**src/verilog/datapath_regs_pkg.sv**
```systemverilog
package datapath_regs_pkg;

  // ==========================================================
  // register offsets on the control bus
  localparam logic [7:0] OFS_DATAPATH = 8'h28;
  localparam logic [7:0] OFS_DITHER = 8'h29;
  localparam logic [7:0] OFS_COLOR = 8'h2a;
  localparam logic [7:0] OFS_AUDIO = 8'h2b;
  localparam logic [7:0] OFS_PCLK = 8'h2e;
  localparam logic [7:0] OFS_DUAL_RX = 8'h34;

  // ==========================================================
  // values after reset
  localparam logic [7:0] RST_DATAPATH = 8'h20;
  localparam logic [7:0] RST_DITHER = 8'h00;
  localparam logic [7:0] RST_COLOR = 8'h00;
  localparam logic [7:0] RST_AUDIO = 8'h00;
  localparam logic [7:0] RST_PCLK = 8'h00;
  localparam logic [7:0] RST_DUAL_RX = 8'h01;

  // ==========================================================
  // writable bit masks, reserved bits stay zero
  localparam logic [7:0] WMASK_DATAPATH = 8'hbf;
  localparam logic [7:0] WMASK_DITHER = 8'hff;
  localparam logic [7:0] WMASK_COLOR = 8'hf0;
  localparam logic [7:0] WMASK_AUDIO = 8'h03;
  localparam logic [7:0] WMASK_PCLK = 8'h80;
  localparam logic [7:0] WMASK_DUAL_RX = 8'h7b;
  // bits the forward channel may load (bit 7 stays local)
  localparam logic [7:0] FCMASK_DATAPATH = 8'h3f;

  // ==========================================================
  // field positions
  localparam int KEEP_LOCAL_BIT = 7;
  localparam int VIDEO_OFF_BIT = 5;
  localparam int DUAL_LINK_BIT = 4;
  localparam int ALT_AUDIO_BIT = 3;
  localparam int AUDIO_OFF_BIT = 2;
  localparam int VIDEO28_BIT = 1;
  localparam int SURROUND_BIT = 0;
  localparam int TIMING_MODE_BIT = 7;
  localparam int LINE_SENSE_BIT = 6;
  localparam int FRAME_SENSE_BIT = 5;
  localparam int ACTIVE_SENSE_BIT = 4;
  localparam int DITHER_TWO_BIT = 3;
  localparam int DITHER_ONE_BIT = 2;
  localparam int FINE_TWO_OFF_BIT = 1;
  localparam int FINE_ONE_OFF_BIT = 0;
  localparam int PAGE_MSB = 7;
  localparam int PAGE_LSB = 6;
  localparam int WB_ON_BIT = 5;
  localparam int TABLE_REFRESH_BIT = 4;
  localparam int OVERRUN_BIT = 3;
  localparam int UNDERRUN_BIT = 2;
  localparam int FIFO_CLEAR_BIT = 1;
  localparam int RISE_EDGE_BIT = 0;
  localparam int TEST_CLOCK_BIT = 7;
  localparam int LANE_MODE_MSB = 4;
  localparam int LANE_MODE_LSB = 3;

  // ==========================================================
  // receive lane modes
  typedef enum logic [1:0] {
    LANE_AUTO = 2'b00,
    LANE_DUAL = 2'b01,
    LANE_PRIMARY = 2'b10,
    LANE_SECONDARY = 2'b11
  } lane_mode_t;

  // control bus request, one cycle per strobe
  typedef struct packed {
    logic wr;
    logic rd;
    logic [7:0] addr;
    logic [7:0] wdata;
  } reg_req_t;

  // video timing group
  typedef struct packed {
    logic line_sync;
    logic frame_sync;
    logic active_pixel_flag;
  } video_sync_t;

endpackage : datapath_regs_pkg

```
**src/verilog/sticky_flag.sv**
```systemverilog
`timescale 1ns/1ps
// ==========================================================
// sticky event flag, a set in the clear cycle is kept
module sticky_flag (
  input wire logic sys_clk,
  input wire logic arst_n,
  input wire logic set,
  input wire logic clr,
  output logic q
);
  logic next_q; // set wins so no event is lost
  assign next_q = set | (q & ~clr);

  // flag register
  always_ff @(posedge sys_clk or negedge arst_n) begin
    if (!arst_n) begin
      q <= 1'b0;
    end else begin
      q <= next_q;
    end
  end
endmodule : sticky_flag

```
**src/verilog/sync_normalizer.sv**
```systemverilog
`timescale 1ns/1ps
// ==========================================================
// turns sync inputs to active high, derives pixel valid
module sync_normalizer (
  input wire logic sys_clk,
  input wire logic arst_n,
  input datapath_regs_pkg::video_sync_t raw,
  input wire logic [2:0] sense,
  input wire logic sync_mode,
  output datapath_regs_pkg::video_sync_t norm,
  output logic pixel_valid
);
  import datapath_regs_pkg::*;

  video_sync_t next_norm; // polarity removed
  logic next_valid; // mode dependent window
  // sense bit 1 means active low, so xor undoes it
  assign next_norm = raw ^ video_sync_t'(sense);
  // sync mode blanks on either sync, otherwise the flag alone
  assign next_valid = sync_mode ? ~(next_norm.line_sync | next_norm.frame_sync)
                                : next_norm.active_pixel_flag;

  // one stage of flops keeps outputs glitch free
  always_ff @(posedge sys_clk or negedge arst_n) begin
    if (!arst_n) begin
      norm <= '0;
      pixel_valid <= 1'b0;
    end else begin
      norm <= next_norm;
      pixel_valid <= next_valid;
    end
  end
endmodule : sync_normalizer

```
**src/verilog/video_audio_datapath_regs.sv**
```systemverilog
`timescale 1ns/1ps
// Contract
// - keep-local bit blocks forward channel loads
// - video-off bit resets to one, link stays
// - link-width bit steers auto lane detection
// - alternate audio on general pins one, zero
// - audio-off bit stops the serial audio except on the general pins
// - 28-bit video carries sync and active flag
// - surround bit enables surround audio
// - timing mode selects flag or syncs
// - sense bits set sync polarities
// - two bits enable dither stages
// - two bits disable fine dither
// - page field selects config or colour table
// - white balance on or bypassed
// - colour table refresh enable
// - read-only overrun and underrun flags
// - writing one clears both fifo flags
// - edge bit picks audio strobe edge
// - test bit takes pixel clock from pin
// - four receive lane modes
module video_audio_datapath_regs (
  input wire logic sys_clk,
  input wire logic arst_n,
  // control bus register port
  input datapath_regs_pkg::reg_req_t req,
  output logic [7:0] reg_rdata,
  output logic reg_rvalid,
  // forward channel update of the datapath register
  input wire logic fc_load,
  input wire logic [7:0] fc_data,
  // audio fifo events from the audio path
  input wire logic fifo_overrun_evt,
  input wire logic fifo_underrun_evt,
  output logic fifo_clear,
  // audio sources and normal pin drive
  input wire logic audio_word_clk,
  input wire logic audio_sdata,
  input wire logic [1:0] pin_out_normal,
  input wire logic [1:0] pin_oe_normal,
  output logic general_pin_zero_o,
  output logic general_pin_zero_oe,
  output logic general_pin_one_o,
  output logic general_pin_one_oe,
  // video timing in and normalised out
  input datapath_regs_pkg::video_sync_t sync_in,
  output datapath_regs_pkg::video_sync_t sync_out,
  output logic pixel_valid,
  // datapath controls
  output logic video_active,
  output logic ctrl_channel_on,
  output logic audio_out_on,
  output logic surround_on,
  output logic video_28bit,
  output logic audio_rise_edge,
  output logic pclk_from_test_pin,
  // receive lane steering
  output logic rx_dual_lane,
  output logic rx_use_secondary,
  // dithering
  output logic dither_stage_one_on,
  output logic dither_stage_two_on,
  output logic fine_dither_one_on,
  output logic fine_dither_two_on,
  // white balance
  output logic white_balance_on,
  output logic table_refresh_on,
  output logic [3:0] table_select
);
  import datapath_regs_pkg::*;

  // ==========================================================
  // helpers

  // masked write keeps reserved bits at zero
  function automatic logic [7:0] merge(input logic [7:0] old,
                                       input logic [7:0] val,
                                       input logic [7:0] mask);
    merge = (old & ~mask) | (val & mask);
  endfunction : merge

  // page code to one-hot: config, red, green, blue
  function automatic logic [3:0] page_hot(input logic [1:0] code);
    page_hot = 4'h1 << code;
  endfunction : page_hot

  // ==========================================================
  // storage
  logic [7:0] datapath_setup_two; // link and audio options
  logic [7:0] dither_sync_setup; // timing and dither
  logic [7:0] color_gain_setup; // white balance page
  logic [7:0] audio_port_setup; // writable part only
  logic [7:0] pixel_clock_test; // clock source
  logic [7:0] dual_receiver_setup; // lane mode
  logic fifo_overrun; // sticky status
  logic fifo_underrun; // sticky status

  // ==========================================================
  // address decode
  logic hit_datapath;
  logic hit_dither;
  logic hit_color;
  logic hit_audio;
  logic hit_pclk;
  logic hit_dual_rx;
  assign hit_datapath = (req.addr == OFS_DATAPATH);
  assign hit_dither = (req.addr == OFS_DITHER);
  assign hit_color = (req.addr == OFS_COLOR);
  assign hit_audio = (req.addr == OFS_AUDIO);
  assign hit_pclk = (req.addr == OFS_PCLK);
  assign hit_dual_rx = (req.addr == OFS_DUAL_RX);

  logic wr_datapath;
  logic wr_dither;
  logic wr_color;
  logic wr_audio;
  logic wr_pclk;
  logic wr_dual_rx;
  assign wr_datapath = req.wr & hit_datapath;
  assign wr_dither = req.wr & hit_dither;
  assign wr_color = req.wr & hit_color;
  assign wr_audio = req.wr & hit_audio;
  assign wr_pclk = req.wr & hit_pclk;
  assign wr_dual_rx = req.wr & hit_dual_rx;

  // ==========================================================
  // datapath register next value

  // forward channel only loads while local keep is clear
  logic fc_allowed;
  assign fc_allowed = fc_load & ~datapath_setup_two[KEEP_LOCAL_BIT];

  // a local write in the same cycle wins over the link,
  // since software has the last word on its own setting
  logic [7:0] next_datapath;
  assign next_datapath = wr_datapath ?
      merge(datapath_setup_two, req.wdata, WMASK_DATAPATH) :
      fc_allowed ? merge(datapath_setup_two, fc_data, FCMASK_DATAPATH) :
      datapath_setup_two;

  // ==========================================================
  // plain registers next values
  logic [7:0] next_dither;
  logic [7:0] next_color;
  logic [7:0] next_audio;
  logic [7:0] next_pclk;
  logic [7:0] next_dual_rx;
  assign next_dither = wr_dither ?
      merge(dither_sync_setup, req.wdata, WMASK_DITHER) : dither_sync_setup;
  assign next_color = wr_color ?
      merge(color_gain_setup, req.wdata, WMASK_COLOR) : color_gain_setup;
  assign next_audio = wr_audio ?
      merge(audio_port_setup, req.wdata, WMASK_AUDIO) : audio_port_setup;
  assign next_pclk = wr_pclk ?
      merge(pixel_clock_test, req.wdata, WMASK_PCLK) : pixel_clock_test;
  assign next_dual_rx = wr_dual_rx ?
      merge(dual_receiver_setup, req.wdata, WMASK_DUAL_RX) : dual_receiver_setup;

  // ==========================================================
  // register bank
  always_ff @(posedge sys_clk or negedge arst_n) begin
    if (!arst_n) begin
      datapath_setup_two <= RST_DATAPATH;
      dither_sync_setup <= RST_DITHER;
      color_gain_setup <= RST_COLOR;
      audio_port_setup <= RST_AUDIO;
      pixel_clock_test <= RST_PCLK;
      dual_receiver_setup <= RST_DUAL_RX;
    end else begin
      datapath_setup_two <= next_datapath;
      dither_sync_setup <= next_dither;
      color_gain_setup <= next_color;
      audio_port_setup <= next_audio;
      pixel_clock_test <= next_pclk;
      dual_receiver_setup <= next_dual_rx;
    end
  end

  // ==========================================================
  // audio fifo status

  // the clear fires once per write of one, even if the
  // stored bit already was one
  assign fifo_clear = wr_audio & req.wdata[FIFO_CLEAR_BIT];

  sticky_flag u_overrun (
    .sys_clk(sys_clk),
    .arst_n(arst_n),
    .set(fifo_overrun_evt),
    .clr(fifo_clear),
    .q(fifo_overrun)
  );

  sticky_flag u_underrun (
    .sys_clk(sys_clk),
    .arst_n(arst_n),
    .set(fifo_underrun_evt),
    .clr(fifo_clear),
    .q(fifo_underrun)
  );

  // ==========================================================
  // read path
  logic [7:0] audio_view; // status merged over stored bits
  assign audio_view = {4'h0, fifo_overrun, fifo_underrun,
                       audio_port_setup[1:0]};

  // unmapped offsets read zero
  logic [7:0] next_rdata;
  assign next_rdata = hit_datapath ? datapath_setup_two :
                      hit_dither ? dither_sync_setup :
                      hit_color ? color_gain_setup :
                      hit_audio ? audio_view :
                      hit_pclk ? pixel_clock_test :
                      hit_dual_rx ? dual_receiver_setup : 8'h00;

  // read data held until the next read
  always_ff @(posedge sys_clk or negedge arst_n) begin
    if (!arst_n) begin
      reg_rdata <= 8'h00;
      reg_rvalid <= 1'b0;
    end else begin
      reg_rvalid <= req.rd;
      if (req.rd) begin
        reg_rdata <= next_rdata;
      end
    end
  end

  // ==========================================================
  // receive lane steering
  lane_mode_t lane_mode; // receive_lane_mode field
  assign lane_mode = lane_mode_t'(dual_receiver_setup[LANE_MODE_MSB:LANE_MODE_LSB]);

  logic next_dual;
  logic next_secondary;
  always_comb begin
    next_dual = 1'b0;
    next_secondary = 1'b0;
    case (lane_mode)
      // follow the far serializer's link width
      LANE_AUTO: begin
        next_dual = datapath_setup_two[DUAL_LINK_BIT];
      end
      LANE_DUAL: begin
        next_dual = 1'b1;
      end
      LANE_PRIMARY: begin
        next_dual = 1'b0;
      end
      LANE_SECONDARY: begin
        next_secondary = 1'b1;
      end
      default: begin
        next_dual = 1'b0;
      end
    endcase
  end

  // ==========================================================
  // general pin muxing
  logic alt_audio;
  assign alt_audio = datapath_setup_two[ALT_AUDIO_BIT];
  logic [1:0] next_pin_o;
  logic [1:0] next_pin_oe;
  // pin one carries word clock, pin zero serial data
  assign next_pin_o = alt_audio ? {audio_word_clk, audio_sdata}
                                : pin_out_normal;
  assign next_pin_oe = alt_audio ? 2'b11 : pin_oe_normal;

  // ==========================================================
  // control outputs, all from flops
  always_ff @(posedge sys_clk or negedge arst_n) begin
    if (!arst_n) begin
      rx_dual_lane <= 1'b0;
      rx_use_secondary <= 1'b0;
      general_pin_zero_o <= 1'b0;
      general_pin_one_o <= 1'b0;
      general_pin_zero_oe <= 1'b0;
      general_pin_one_oe <= 1'b0;
    end else begin
      rx_dual_lane <= next_dual;
      rx_use_secondary <= next_secondary;
      general_pin_zero_o <= next_pin_o[0];
      general_pin_one_o <= next_pin_o[1];
      general_pin_zero_oe <= next_pin_oe[0];
      general_pin_one_oe <= next_pin_oe[1];
    end
  end

  // ==========================================================
  // field decodes straight from the stored bits
  // no video does not stop control channel or pins
  assign video_active = ~datapath_setup_two[VIDEO_OFF_BIT];
  assign ctrl_channel_on = 1'b1;
  assign audio_out_on = ~datapath_setup_two[AUDIO_OFF_BIT];
  assign surround_on = datapath_setup_two[SURROUND_BIT];
  assign video_28bit = datapath_setup_two[VIDEO28_BIT];
  assign audio_rise_edge = audio_port_setup[RISE_EDGE_BIT];
  assign pclk_from_test_pin = pixel_clock_test[TEST_CLOCK_BIT];

  assign dither_stage_one_on = dither_sync_setup[DITHER_ONE_BIT];
  assign dither_stage_two_on = dither_sync_setup[DITHER_TWO_BIT];
  assign fine_dither_one_on = ~dither_sync_setup[FINE_ONE_OFF_BIT];
  assign fine_dither_two_on = ~dither_sync_setup[FINE_TWO_OFF_BIT];

  assign white_balance_on = color_gain_setup[WB_ON_BIT];
  assign table_refresh_on = color_gain_setup[TABLE_REFRESH_BIT];
  assign table_select = page_hot(color_gain_setup[PAGE_MSB:PAGE_LSB]);

  // ==========================================================
  // video timing
  logic [2:0] sense; // line, frame, active polarity
  assign sense = {dither_sync_setup[LINE_SENSE_BIT],
                  dither_sync_setup[FRAME_SENSE_BIT],
                  dither_sync_setup[ACTIVE_SENSE_BIT]};

  // when not carried as 28-bit video the sync bits are
  // not meaningful, so they read as idle
  video_sync_t sync_gated;
  assign sync_gated = video_28bit ? sync_in : (sync_in & 3'b001 | 3'b000);

  sync_normalizer u_sync (
    .sys_clk(sys_clk),
    .arst_n(arst_n),
    .raw(video_sync_t'(sync_gated ^ (video_28bit ? 3'b000 : {sense[2:1], 1'b0}))),
    .sense(sense),
    .sync_mode(dither_sync_setup[TIMING_MODE_BIT]),
    .norm(sync_out),
    .pixel_valid(pixel_valid)
  );

endmodule : video_audio_datapath_regs

```
**config.mk**
```make
export PLATFORM = sky130hd
export DESIGN_NAME = video_audio_datapath_regs
export DESIGN_NICKNAME = d
export VERILOG_FILES = /design/src/verilog/datapath_regs_pkg.sv /design/src/verilog/sticky_flag.sv /design/src/verilog/sync_normalizer.sv /design/src/verilog/video_audio_datapath_regs.sv
export SDC_FILE = /design/constraint.sdc
export NUM_CORES = 1
export LEC_CHECK = 0
export BUFFER_PORTS_ARGS = -buffer_cell sky130_fd_sc_hd__buf_2
export CAP_MARGIN = 20
export CORE_UTILIZATION = 45
export CTS_CLUSTER_SIZE = 12
export DETAILED_ROUTE_END_ITERATION = 8
export GPL_TIMING_DRIVEN = 0
export PLACE_DENSITY = 0.75
export SYNTH_ARGS = -nofsm -noshare
export SYNTH_HDL_FRONTEND = slang
export SYNTH_SLANG_ARGS = --single-unit
```
**constraint.sdc**
```tcl
create_clock -name sys_clk -period 1.1 [get_ports sys_clk]
set_input_delay 0.11 -clock sys_clk [delete_from_list [all_inputs] [get_ports sys_clk]]
set_output_delay 0.11 -clock sys_clk [all_outputs]
set_load 0.02 [all_outputs]
```
# Yosys cells after proc, flatten, opt, wreduce, memory -nomap -nowiden
# Cells that the tools add are included.
# word_totals
output_inout_bits	37
register_bits	69
# op_classes
n_bitwise	28
n_reduce_logical	2
n_shift	1
muxes	15
n_eq_ne	8
# ops
op	count
$mux W8	8
$eq A8 B6 Y1 const B	6
$or A7 B8 Y8	2
$and A1 B1 Y1	10
$or A4 B8 Y8	1
$or A8 B2 Y8	1
$or A8 B6 Y8	1
$or A8 B7 Y8	1
$not A1 Y1	7
$mux W3	2
$xor A3 B3 Y3	2
$mux W2	2
$shl A1 B2 Y4 const A	1
$or A1 B1 Y1	3
$eq A2 B1 Y1 const B	1
$eq A2 B2 Y1 const B	1
$logic_not A2 Y1	1
$mux W1	2
$pmux W1 S2	1
$reduce_bool A2 Y1	1

# Logic depth before layout (Yosys ltp)
# logic_depth
word_depth	7
ltp_mapped	6
ltp_nobuf	5

# Modules after synthesis
# From an unflattened synthesis, not the netlist that was laid out.
# hier_totals
cells_unflattened	190
hier_area_um2	2331.0
# by_module_without_submodules
mod	seq_area_each_um2	area_per_inst_um2	cells_each	n_inst
video_audio_datapath_regs	1078.5	2119.5	175	1
sync_normalizer	100.1	138.9	9	1
sticky_flag	25.0	36.3	3	2

# Least setup slack after synthesis
# Ideal clock, no wire load.
# synth_path
path_type	input port to flip-flop
startpoint	input req[15] (netlist name)
endpoint	register audio_port_setup[0]
t_required_ns	0.975
setup_slack_ns	-0.265
path_stages	5
arrival_ns	1.240
setup_ns	0.125
cell_sequence	or3b_4 nor3_4 buf_6 nand4_4 mux2_4
# synth_between
elab_chain_cells	2
# synth_rtl
element	line_no	text
start, declared	video_audio_datapath_regs.sv:26	input datapath_regs_pkg::reg_req_t req,
$eq A8 B6 Y1	video_audio_datapath_regs.sv:109	assign hit_audio = (req.addr == OFS_AUDIO);
$and A1 B1 Y1	video_audio_datapath_regs.sv:122	assign wr_audio = req.wr & hit_audio;
end signal, assigned	video_audio_datapath_regs.sv:173	audio_port_setup <= next_audio;
end, declared	video_audio_datapath_regs.sv:92	logic [7:0] audio_port_setup;
# No other way between the ends.
# A chain may end at the register's enable or synchronous reset.

# Final worst setup path
# layout_path
startpoint	input req[14] (netlist name)
endpoint	register audio_port_setup[0]
# The elaborated chain is that of the path after synthesis.

==> metrics.csv <==
stage,metric,value,unit
global_route,met3 usage,0.0370,
placement,hpwl dp,3820,um
clock_tree,CTS sink cnt,49,
sta,fin. max-slew vios,0,
global_route,met1 Track Usage GR,0.293,
route,Routed WL,5380,um
sta,Final Hold Fails,0,
floorplan,area of the core,4850,sq um
global_route,gr busiest metal,met2,
yosys,Seq cells post-synth,49,
finish,Area Growth Syn to Fin,36.2,%
power,clock network fraction of total power,0.303,
sta,RSZ-0062 raised after global routing,true,
global_route,vias in the first global route,1706,
hold_path,HP Class,primary input to register,
sta,clk_skew,0.00483,ns
worst_setup_path,CP Max Fanout,9,
floorplan,I/O pin total,77,
route,Detailed Routing Iterations Pass 1,4,
sta,setup ws final,-0.166,ns
finish,share of post-route cells with drive strength above 1,0.507,
yosys,"EDFF count, synth",0,
clock_tree,root buf cell,clkbuf_8,
global_route,GR Util All Layers,0.210,
placement,Placement Cell Area,2790,sq um
yosys,Ys Warns,0,
yosys,top area cells in the synthesized netlist,"dfrtp_1 (51%), mux2_2 (12%), mux2i_1 (3.0%)",
floorplan,DIE AREA,5430,sq um
finish,antenna cell count,0,
hold_path,Hold Path Origin,pin_oe_normal[1],
global_route,initial antenna violation count,0,
run,Max Cap Viol,0,
clock_tree,total CTS buffers,5,
finish,design area,3150,sq um
worst_setup_path,Setup crit start,req[14],
sta,# setup viols final,28,
route,average wire per standard cell,14.7,um
power,Sw Ratio,0.270,
yosys,mean area per synthesized cell,11.5,sq um
finish,Layout Nets,337,
floorplan,initial cell density of the core,0.477,
global_route,largest net degree at the start of global routing,50,
sta,period utilization,1.15,
sta,Setup TNS,-2.34,ns
worst_setup_path,"Req. time, crit path",1.29,ns
power,pwr/cell area,1160,nW/um^2
global_route,"Remaining Overflow, GRT",0,
worst_setup_path,Critical Path AT,1.45,ns
clock_tree,clk buf depth,2,
placement,Final Wtd Congestion,0.868,
power,Comb power frac,0.163,
yosys,Synth Cell Area,2310,sq um
outcome,status,"finished, violations left",
worst_setup_path,CP Capture Type,register,
power,Seq pwr share,0.534,
clock_tree,Worst-Skew Late Latency,0.30,ns
yosys,register area share after synthesis,0.531,
route,initial drt markers,100,
clock_tree,CTS tree,yes,
floorplan,Die H,73.7,um
power,leakage,1.61,nW
route,drt drc,0,
route,DR vias,1850,
worst_setup_path,Worst Setup Start Kind,primary input,
yosys,asr flop ratio synth,1.00,
floorplan,std cell rows,25,
worst_setup_path,crit path kind,primary input to register,
sta,final hold slack,0.00276,ns
power,Internal Power,0.00268,W
yosys,post-synthesis cell count,201,
yosys,Synth Net Count,241,
route,Detail Route Antenna Nets,0,
clock_tree,"CTS clk-pin slew, worst paths",0.09,ns
placement,PortBufs,72,
yosys,synth unique cells,40,
floorplan,width of the die,73.7,um
yosys,Synth top area share,0.508,
route,routed vias/inst,5.07,
sta,FMAX,0.790,GHz
yosys,Synth top cells by count,"dfrtp_1 (47), mux2_2 (24), inv_1 (14)",
power,switching pwr,0.000991,W
worst_setup_path,Critical R2R Launch,u_overrun.q,
global_route,M2 GR Usage,0.330,
power,VDD IR max,0.808,mV
sta,minimum clock period,1.27,ns
clock_tree,H-tree depth,2,
global_route,first-pass GRT wire length,8320,um
finish,Util after Layout,0.650,
yosys,cell with the most instances after synthesis,dfrtp_1,
yosys,Synth area leader,dfrtp_1,
yosys,"Top FF cell, synth",dfrtp_1,
outcome,violated checks,setup timing,
[repair_timing]
| item | 4_1_cts | 5_1_grt |
|---|---|---|
| resized for setup | 18 | 12 |
| hold buffers | 3 | 2 |
| pin swaps | 7 | 2 |
| buffers inserted | 12 | 0 |
| endpoints found under the setup margin | 31 | 43 |
| hold endpoints to repair | 3 | 48 |
[metal layers]
layer,wire [um],up-vias
li1,-,906
met1,2440,887
met2,2660,55
met3,261,2
met4,17,0
met5,0,-
[critical path: stages]
cell and delay [ns]:
buf_6 0.09, or3b_4 0.41, nor3_4 0.15, buf_6 0.14, buf_6 0.14, nand4_4 0.11, mux2_4 0.31
[cell usage in the layout (no fill, tap or decap), drive strengths merged, types with 3 or more instances in the layout]
cell type / synthesis / final
a21o: 6 / 6
a21oi: 10 / 10
a32oi: 4 / 4
and2: 4 / 4
buf: 8 / 94
clkbuf: 3 / 7
dfrtp: 47 / 47
dlygate4sd3: 0 / 5
inv: 14 / 14
mux2: 25 / 25
mux2i: 7 / 7
nand2: 5 / 5
nand2b: 4 / 4
nand3: 13 / 13
nand4: 3 / 3
nor2: 12 / 12
nor2b: 4 / 4
o21ai: 4 / 4
o221ai: 5 / 5
xor2: 3 / 3
[cell type report]
class / count / area [sq um]
plain buffers: 10 / 68.8
well taps: 67 / 83.8
clock inverters: 2 / 13.8
fillers: 382 / 1700
flip-flops and latches: 49 / 1230
inverters: 14 / 52.6
multi-input cells: 127 / 1060
clock buffers: 6 / 82.6
repair buffers: 90 / 564
[sequential cells by signal, indices dropped and copies added, names as in the netlist]
name / count
color_gain_setup: 4
rx_dual_lane: 1
reg_rdata: 8
datapath_setup_two: 7
reg_rvalid: 1
u_underrun.q: 1
general_pin_zero_o: 1
u_overrun.q: 1
rx_use_secondary: 1
u_sync.pixel_valid: 1
audio_port_setup: 2
pixel_clock_test: 1
u_sync.norm: 3
dual_receiver_setup: 6
general_pin_zero_oe: 1
dither_sync_setup: 8
general_pin_one_o: 1
general_pin_one_oe: 1
[worst paths after layout]
check	endpoint	slack (ns)	depth (start not counted)
min in group asynchronous	general_pin_one_o	0.19	2
max in group asynchronous	dual_receiver_setup[0]	0.38	3
worst min-delay path	general_pin_one_oe	0.003	2
worst min register to register	rx_dual_lane	0.47	1
worst max-delay path	audio_port_setup[0]	-0.17	7
worst max register to register	reg_rdata[3]	-0.16	3
[power by group through the flow]
stage          clock network (W)  logic [W]  registers [W]
6_report                 0.00111   0.000600        0.00196
5_1_grt                  0.00120   0.000657        0.00197
4_1_cts                  0.00111   0.000575        0.00196
3_5_place_dp                   0   0.000533        0.00199
3_3_place_gp                   0   0.000524        0.00199
2_1_floorplan                  0   0.000231        0.00205
[logic make-up after synthesis]
| family | after synthesis | synth area share |
|---|---|---|
| AO/OA/AOI/OAI | 36 | 0.109 |
| buffers and inverters | 25 | 0.0476 |
| multiplexers | 32 | 0.154 |
| AND/OR/NAND/NOR | 55 | 0.145 |
| XOR/XNOR | 3 | 0.0114 |
| other | 1 | 0.00162 |
| flip-flops | 49 | 0.531 |
[per-stage QoR]
step / std cells / power, W / worst slack [ns]
floorplan: 201 / 0.00228 / -0.265
global placement: 340 / 0.00252 / -0.469
detailed placement: 340 / 0.00253 / -0.486
CTS: 362 / 0.00365 / -0.205
global route: 365 / 0.00383 / -0.214
finish: 365 / 0.00367 / -0.166
(Power assumes the default switching activity.)
